`src/ioc_pkg.sv`:
```
// constants for the four-pad programmable io cell
package ioc_pkg;
   localparam int NPAD = 4;
   localparam int AW   = 3;
   localparam int DW   = 8;

   // register indices
   localparam logic [AW-1:0] REG_PAD0   = 3'h0;
   localparam logic [AW-1:0] REG_PAD3   = 3'h3;
   localparam logic [AW-1:0] REG_OUTCTL = 3'h4;
   localparam logic [AW-1:0] REG_SRCCTL = 3'h5;
   localparam logic [AW-1:0] REG_LEVEL  = 3'h6;
   localparam logic [AW-1:0] REG_STATUS = 3'h7;

   // per-pad config byte
   localparam int CFG_MODE_LSB = 0;
   localparam int CFG_IDLY_BIT = 2;
   localparam int CFG_DDLY_BIT = 3;
   localparam int CFG_PULL_LSB = 4;
   localparam int CFG_SPD_LSB  = 6;

   // outctl / srcctl / status fields
   localparam int OUT_INV_LSB = 0;
   localparam int OUT_TSL_LSB = 4;
   localparam int SRC_DIR_LSB = 0;
   localparam int SRC_CKS_LSB = 4;
   localparam int SRC_CKE_BIT = 6;
   localparam int STA_OE_LSB  = 4;

   localparam logic [1:0] MODE_IN   = 2'h0;
   localparam logic [1:0] MODE_OUT  = 2'h1;
   localparam logic [1:0] MODE_BIDI = 2'h2;

   localparam logic [1:0] PULL_NONE = 2'h0;
   localparam logic [1:0] PULL_UP   = 2'h1;
   localparam logic [1:0] PULL_DN   = 2'h2;

   localparam logic [1:0] SPD_FAST = 2'h0;
   localparam logic [1:0] SPD_SLEW = 2'h1;
   localparam logic [1:0] SPD_SINK = 2'h2;

   // input mode, pull-up, slew-limited, no delays
   localparam logic [DW-1:0] CFG_RST    = 8'h50;
   localparam logic [DW-1:0] OUTCTL_RST = 8'h00;
   localparam logic [DW-1:0] SRCCTL_RST = 8'h00;
   localparam logic [3:0]    LEVEL_RST  = 4'h0;
   localparam logic [3:0]    SYNC_RST   = 4'hf;
endpackage : ioc_pkg

```
`src/ioc_sync.sv`:
```
// three-stage pad synchroniser with agreement filter
module ioc_sync (
   input  wire logic                      clk_i,
   input  wire logic                      rstn_i,
   input  wire logic [ioc_pkg::NPAD-1:0]  d_i,
   output logic      [ioc_pkg::NPAD-1:0]  q_o
);
   import ioc_pkg::*;

   typedef struct packed {
      logic [NPAD-1:0] s1;
      logic [NPAD-1:0] s2;
      logic [NPAD-1:0] s3;
      logic [NPAD-1:0] q;
   } ioc_sync_t;

   ioc_sync_t st_ff;
   ioc_sync_t nxt_st;

   always_comb begin
      nxt_st    = st_ff;
      nxt_st.s1 = d_i;
      nxt_st.s2 = st_ff.s1;
      nxt_st.s3 = st_ff.s2;
      // take the level only when stages two and three agree
      nxt_st.q  = (st_ff.s2 & ~(st_ff.s2 ^ st_ff.s3))
                | (st_ff.q & (st_ff.s2 ^ st_ff.s3));
   end

   always_ff @(posedge clk_i or negedge rstn_i) begin
      if (!rstn_i) begin
         st_ff <= {SYNC_RST, SYNC_RST, SYNC_RST, SYNC_RST};
      end else begin
         st_ff <= nxt_st;
      end
   end

   assign q_o = st_ff.q;
endmodule // ioc_sync

```
`src/ioc_cell.sv`:
```
// four-pad programmable io cell with config registers
module ioc_cell (
   input  wire logic                      clk_i,
   input  wire logic                      rstn_i,
   input  wire logic [ioc_pkg::AW-1:0]    addr_i,
   input  wire logic [ioc_pkg::DW-1:0]    wdata_i,
   input  wire logic                      wr_i,
   input  wire logic                      rd_i,
   output logic      [ioc_pkg::DW-1:0]    rdata_o,
   input  wire logic [ioc_pkg::NPAD-1:0]  pad_i,
   output logic      [ioc_pkg::NPAD-1:0]  pad_o,
   output logic      [ioc_pkg::NPAD-1:0]  pad_oe_o,
   output logic      [ioc_pkg::NPAD-1:0]  pull_up_o,
   output logic      [ioc_pkg::NPAD-1:0]  pull_dn_o,
   output logic      [2*ioc_pkg::NPAD-1:0] speed_o,
   output logic      [ioc_pkg::NPAD-1:0]  lvl_cmos_o,
   input  wire logic [ioc_pkg::NPAD-1:0]  gen_out_i,
   input  wire logic [ioc_pkg::NPAD-1:0]  dir_out_i,
   input  wire logic [ioc_pkg::NPAD-1:0]  oe_ctl_i,
   output logic      [ioc_pkg::NPAD-1:0]  gen_in_o,
   output logic      [ioc_pkg::NPAD-1:0]  dir_in_o,
   output logic      [ioc_pkg::NPAD-1:0]  tri_in_o,
   output logic                           clk_line_o
);
   import ioc_pkg::*;

   typedef struct packed {
      logic [NPAD-1:0][DW-1:0] cfg;
      logic [DW-1:0]           outctl;
      logic [DW-1:0]           srcctl;
      logic [3:0]              level;
      logic [NPAD-1:0]         gen_d;
      logic [NPAD-1:0]         dir_d;
      logic [NPAD-1:0]         gen_in;
      logic [NPAD-1:0]         dir_in;
      logic [NPAD-1:0]         tri_in;
      logic                    ck_line;
      logic [NPAD-1:0]         dat_p1;
      logic [NPAD-1:0]         dat_p2;
      logic [NPAD-1:0]         oe_p1;
      logic [NPAD-1:0]         oe_p2;
      logic [NPAD-1:0]         pad;
      logic [NPAD-1:0]         pad_oe;
      logic [NPAD-1:0]         pull_up;
      logic [NPAD-1:0]         pull_dn;
      logic [2*NPAD-1:0]       speed;
      logic [DW-1:0]           rdata;
   } ioc_cell_t;

   ioc_cell_t st_ff;
   ioc_cell_t nxt_st;

   logic [NPAD-1:0]   sync;
   logic [NPAD-1:0]   idly;
   logic [NPAD-1:0]   ddly;
   logic [NPAD-1:0]   drv_dat;
   logic [NPAD-1:0]   drv_en;
   logic [NPAD-1:0]   out_dat;
   logic [NPAD-1:0]   out_en;
   logic [NPAD-1:0]   pu_w;
   logic [NPAD-1:0]   pd_w;
   logic [NPAD-1:0]   is_out;
   logic [NPAD-1:0][1:0] spd_w;
   logic [1:0]        ck_sel;

   ioc_sync u_sync (
      .clk_i  (clk_i),
      .rstn_i (rstn_i),
      .d_i    (pad_i),
      .q_o    (sync)
   );

   assign ck_sel = st_ff.srcctl[SRC_CKS_LSB +: 2];

   // per-pad output and option decode
   for (genvar i = 0; i < NPAD; i++) begin : g_pad
      logic [1:0] mode;
      logic [1:0] pull;
      logic       src;
      logic       ts_act;
      assign mode = st_ff.cfg[i][CFG_MODE_LSB +: 2];
      assign pull = st_ff.cfg[i][CFG_PULL_LSB +: 2];
      assign spd_w[i] = st_ff.cfg[i][CFG_SPD_LSB +: 2];
      assign idly[i] = st_ff.cfg[i][CFG_IDLY_BIT];
      assign ddly[i] = st_ff.cfg[i][CFG_DDLY_BIT];
      assign is_out[i] = (mode == MODE_OUT) || (mode == MODE_BIDI);
      assign src = st_ff.srcctl[SRC_DIR_LSB + i] ? dir_out_i[i]
                                                  : gen_out_i[i];
      assign drv_dat[i] = src ^ st_ff.outctl[OUT_INV_LSB + i];
      assign ts_act = oe_ctl_i[i] ^ st_ff.outctl[OUT_TSL_LSB + i];
      // open-drain when fabric ties data and 3-state together
      assign drv_en[i] = is_out[i] & ~ts_act;
      assign pu_w[i] = (pull == PULL_UP);
      assign pd_w[i] = (pull == PULL_DN);
      // sink-limited is the slowest path
      assign out_dat[i] = (spd_w[i] == SPD_FAST) ? drv_dat[i] :
                          (spd_w[i] == SPD_SLEW) ? st_ff.dat_p1[i] :
                                                   st_ff.dat_p2[i];
      assign out_en[i]  = (spd_w[i] == SPD_FAST) ? drv_en[i] :
                          (spd_w[i] == SPD_SLEW) ? st_ff.oe_p1[i] :
                                                   st_ff.oe_p2[i];
   end

   always_comb begin
      nxt_st = st_ff;
      // inputs follow the pad in every mode
      nxt_st.gen_d  = sync;
      nxt_st.dir_d  = sync;
      nxt_st.gen_in = (idly & st_ff.gen_d) | (~idly & sync);
      nxt_st.dir_in = (ddly & st_ff.dir_d) | (~ddly & sync);
      nxt_st.tri_in = sync;
      nxt_st.ck_line = st_ff.srcctl[SRC_CKE_BIT] & sync[ck_sel];
      nxt_st.dat_p1 = drv_dat;
      nxt_st.dat_p2 = st_ff.dat_p1;
      nxt_st.oe_p1  = drv_en;
      nxt_st.oe_p2  = st_ff.oe_p1;
      nxt_st.pad    = out_dat;
      nxt_st.pad_oe = out_en;
      nxt_st.pull_up = pu_w;
      nxt_st.pull_dn = pd_w;
      nxt_st.speed   = spd_w;
      nxt_st.rdata   = '0;
      if (wr_i) begin
         if (addr_i <= REG_PAD3) begin
            nxt_st.cfg[addr_i[1:0]] = wdata_i;
         end else if (addr_i == REG_OUTCTL) begin
            nxt_st.outctl = wdata_i;
         end else if (addr_i == REG_SRCCTL) begin
            nxt_st.srcctl = wdata_i;
         end else if (addr_i == REG_LEVEL) begin
            nxt_st.level = wdata_i[3:0];
         end
      end
      if (rd_i) begin
         case (addr_i)
            REG_OUTCTL: nxt_st.rdata = st_ff.outctl;
            REG_SRCCTL: nxt_st.rdata = st_ff.srcctl;
            REG_LEVEL:  nxt_st.rdata = {4'h0, st_ff.level};
            REG_STATUS: nxt_st.rdata = {st_ff.pad_oe, sync};
            default:    nxt_st.rdata = st_ff.cfg[addr_i[1:0]];
         endcase
      end
   end

   always_ff @(posedge clk_i or negedge rstn_i) begin
      if (!rstn_i) begin
         st_ff         <= '0;
         st_ff.cfg     <= {CFG_RST, CFG_RST, CFG_RST, CFG_RST};
         st_ff.outctl  <= OUTCTL_RST;
         st_ff.srcctl  <= SRCCTL_RST;
         st_ff.level   <= LEVEL_RST;
         st_ff.gen_d   <= SYNC_RST;
         st_ff.dir_d   <= SYNC_RST;
         st_ff.gen_in  <= SYNC_RST;
         st_ff.dir_in  <= SYNC_RST;
         st_ff.tri_in  <= SYNC_RST;
         st_ff.pull_up <= {NPAD{1'b1}};
         st_ff.speed   <= {SPD_SLEW, SPD_SLEW, SPD_SLEW, SPD_SLEW};
      end else begin
         st_ff <= nxt_st;
      end
   end

   assign rdata_o    = st_ff.rdata;
   assign pad_o      = st_ff.pad;
   assign pad_oe_o   = st_ff.pad_oe;
   assign pull_up_o  = st_ff.pull_up;
   assign pull_dn_o  = st_ff.pull_dn;
   assign speed_o    = st_ff.speed;
   assign lvl_cmos_o = st_ff.level;
   assign gen_in_o   = st_ff.gen_in;
   assign dir_in_o   = st_ff.dir_in;
   assign tri_in_o   = st_ff.tri_in;
   assign clk_line_o = st_ff.ck_line;

   for (genvar k = 0; k < NPAD; k++) begin : g_chk

   end
endmodule // ioc_cell

```
`config.mk`:
```
export PLATFORM = sky130hd
export DESIGN_NAME = ioc_cell
export DESIGN_NICKNAME = d
export VERILOG_FILES = /design/src/ioc_pkg.sv /design/src/ioc_sync.sv /design/src/ioc_cell.sv
export SDC_FILE = /design/constraint.sdc
export NUM_CORES = 1
export LEC_CHECK = 0
export ABC_AREA = 1
export BUFFER_PORTS_ARGS = -buffer_cell sky130_fd_sc_hd__buf_2
export CAP_MARGIN = 20
export CORE_ASPECT_RATIO = 2
export CORE_MARGIN = 5
export CORE_UTILIZATION = 57
export DETAILED_ROUTE_END_ITERATION = 7
export PLACE_DENSITY = 0.77
export SLEW_MARGIN = 20
export SYNTH_ARGS = -nofsm -noshare
export SYNTH_HDL_FRONTEND = slang
export SYNTH_HIERARCHICAL = 1
export SYNTH_SLANG_ARGS = --single-unit
```
`constraint.sdc`:
```
create_clock -name clk_i -period 1.45 [get_ports clk_i]
set_input_delay 0.145 -clock clk_i [delete_from_list [all_inputs] [get_ports clk_i]]
set_output_delay 0.145 -clock clk_i [all_outputs]
set_load 0.02 [all_outputs]
```
==> impl_metrics.py <==
metrics = {
    "outcome": {
        "status": "finished, final reports clean",
    },
    "detailed_routing": {
        "drtPass1Iterations": 5,
        "via_count": 4077,
        "routedWlPerCell_um": 16.2,
        "wirelength_mm": 12.8,
        "via_per_inst": 5.14,
        "drt_iter0_drc": 325,
        "drt_drc_violations_left": 0,
        "ant_nets": 0,
    },
    "timing": {
        "period_needed_ns": 1.27,
        "maxSlewHeadroom_pct": 72.0,
        "tns_ns": 0,
        "fmax_mhz": 790,
        "setup_violations": 0,
        "rsz0062_at_grt": "false",
        "period_share_pct": 87.3,
        "finalHoldViolations": 0,
        "finalMaxSlewViolations": 0,
        "clock_skew_ns": 0.00735,
        "worst_pin_slew_ns": 0.420,
    },
    "layout": {
        "layout_common_cells": "nand2_1 (132), dfrtp_1 (85), buf_2 (78)",
        "area_growth_pct": 14.4,
        "final_cells": 793,
        "nets": 676,
        "final_common_cell": "nand2_1",
        "drive_above_1_share_pct": 32.5,
        "antenna_cells": 0,
    },
    "yosys": {
        "avgSynthCellArea_um2": 9.73,
        "synth.distinct_cells": 26,
        "yosysSeqAreaShare_pct": 56.3,
        "syn-num-nets": 630,
        "netlist_instances": 599,
        "yosysWarningCount": 6,
        "synth.cell_area_mm2": 0.00583,
        "postSynthRegisterBits": 129,
    },
    "worst_setup_path": {
        "endpoint_kind": "primary output",
        "cp_num_buf_inv": 1,
        "cp_slowest_stage_delay_ns": 0.55,
        "crit_chain": "buf_2",
        "r2r_setup_slack_ns": 0.23,
        "crit_family": "flip-flops",
        "critPathKind": "reg2out",
        "crit_required_ns": 1.31,
        "worstPathArrival_ns": 1.12,
        "slowest_stage": "dfstp_2",
        "rr_endpoint": "rdata_o[2]$_DFF_PN0_",
        "crit_fanout": 3,
        "reg2regPathDepth": 4,
        "startpoint_type": "register",
    },
    "cts": {
        "post_cts_resized": 0,
        "htreeDepth": 4,
        "clkSinkCount": 129,
        "cts_buffers": 17,
        "cts_tree": "done",
        "postCtsSetupBuffers": 0,
        "cts_max_path_buffers": 2,
        "clk_pin_slew_worst_paths_ns": 0.05,
        "cts_root_buf": "clkbuf_16",
        "cts_hold_buffers": 5,
        "clkLatencyLatePin_ns": 0.42,
    },
    "pwr": {
        "p_clk_share_pct": 40.3,
        "power.leakage_nw": 3.36,
        "p_int_w": 0.00822,
        "p_seq_share_pct": 42.5,
        "p_per_area_mw_per_mm2": 1730,
        "switching_share_pct": 28.8,
        "p_sw_w": 0.00332,
        "ir_worst_vdd_mv": 1.10,
        "pwr-share-comb_pct": 17.2,
    },
    "min_path": {
        "holdPathEnd": "rdata_o[6]$_DFF_PN0_",
        "holdPathStages": 3,
        "hp-start": "rd_i",
        "min_path_type": "in2reg",
    },
    "floorplan": {
        "coreArea_mm2": 0.0101,
        "die_y_um": 153,
        "num_rows": 52,
        "initial_core_util_pct": 57.8,
        "pin_count": 80,
        "die-area_mm2": 0.0125,
        "die_w_um": 81.5,
    },
    "placed_design": {
        "gp_congestion": 0.965,
        "dp_cells": 756,
        "port_buffers": 79,
        "dpl.hpwl_mm": 9.64,
    },
    "global_routing": {
        "grt_max_degree": 40,
        "grt_pass1_vias": 4191,
        "grt_pass1_wl_mm": 20.9,
        "overflow": 0,
        "antenna_found_initial": 0,
        "grt_usage_pct": 22.8,
    },
    "flow_run": {
        "cap_viol_max_count": 0,
    },
}
-- power groups by stage --
| stage | combinational, W | clock, W | sequential, W |
|---|---|---|---|
| after floorplan | 0.00174 | 0 | 0.00478 |
| after global placement | 0.00193 | 0 | 0.00492 |
| after detailed placement | 0.00198 | 0 | 0.00495 |
| after CTS | 0.00201 | 0.00470 | 0.00490 |
| after global routing | 0.00220 | 0.00490 | 0.00498 |
| final | 0.00198 | 0.00465 | 0.00490 |
-- cells by family after synthesis --
kind of cell | count (synthesis) | share of synthesized area, %
xor gates and xnor gates | 8 | 1.20
and+or+nand+nor | 242 | 18.8
DFF | 129 | 56.3
buffers and inverters | 128 | 13.0
AOI/OAI and AO/OA | 92 | 10.6
-- per-layer routing --
layer | vias up | GRT usage (%) | routed length [µm]
li1 | 1949 | - | -
met1 | 1977 | 24.4 | 4530
met2 | 117 | 39.5 | 7200
met3 | 34 | 5.06 | 572
met4 | 0 | 13.3 | 535
met5 | - | 0 | 0
-- stage by stage --
| stage | hold slack (ns) | power (W) | instance area, µm² | util [%] | worst slack, ns |
|---|---|---|---|---|---|
| 2_1_floorplan | -0.151 | 0.00652 | 5830 | - | 0.405 |
| 3_3_place_gp | 0.0750 | 0.00685 | 5970 | 59.2 | 0.200 |
| 3_5_place_dp | 0.0804 | 0.00693 | 5970 | 59.2 | 0.188 |
| 4_1_cts | 0.0121 | 0.0116 | 6670 | 66.1 | 0.171 |
| 5_1_grt | 0.0426 | 0.0121 | 6670 | 66.1 | 0.154 |
| 6_report | 0.0310 | 0.0115 | 6670 | 66.1 | 0.184 |
-- sequential cells by signal, indices dropped and copies added, names as in the netlist, named ones only --
name           cells
st_ff             22
nxt_st            16
g_pad.mode         8
g_pad.pull         8
rdata_o            8
speed_o            8
u_sync/nxt_st      8
ddly               4
dir_in_o           4
gen_in_o           4
idly               4
lvl_cmos_o         4
pad_o              4
pad_oe_o           4
pull_dn_o          4
pull_up_o          4
tri_in_o           4
u_sync/st_ff       4
ck_sel             2
clk_line_o         1
-- synthesized netlist by cell type, drive strengths merged --
master,instances,area share [%]
o211ai,5,0.64
dfrtp,85,36
nand2,140,9.9
xnor2,4,0.60
o21bai,4,0.52
inv,62,4.1
dfstp,44,20
o21ai,77,8.9
a21boi,1,0.13
xor2,4,0.60
buf,66,9.0
nand3,46,4.0
a21oi,5,0.43
nand3b,4,0.52
nor2,44,3.6
and2,8,0.86
-- layout make-up --
cell class                 instances  area [µm²]
tap                              135         169
clock inverter                    13         210
fill                             795        3420
multi-input combinational        342        1790
sequential                       129        3280
clock buffer                      19         443
timing repair buffer              93         541
inverter                          62         238
-- how the worst max path moves through the flow --
stage	from	end	cells after the start
after floorplan	register	clk_line_o$_DFF_PN0_	5
final	tri_in_o[0]$_DFF_PN1_	tri_in_o[0]	1
after detailed placement	addr_i[0]	g_pad[3].mode[1]$_DFFE_PN0P_	6
after global placement	addr_i[0]	rdata_o[2]$_DFF_PN0_	7
after CTS	tri_in_o[1]$_DFF_PN1_	tri_in_o[1]	1
after global routing	register	rdata_o[2]$_DFF_PN0_	4
Note: power is estimated with default switching activity, not from simulation.
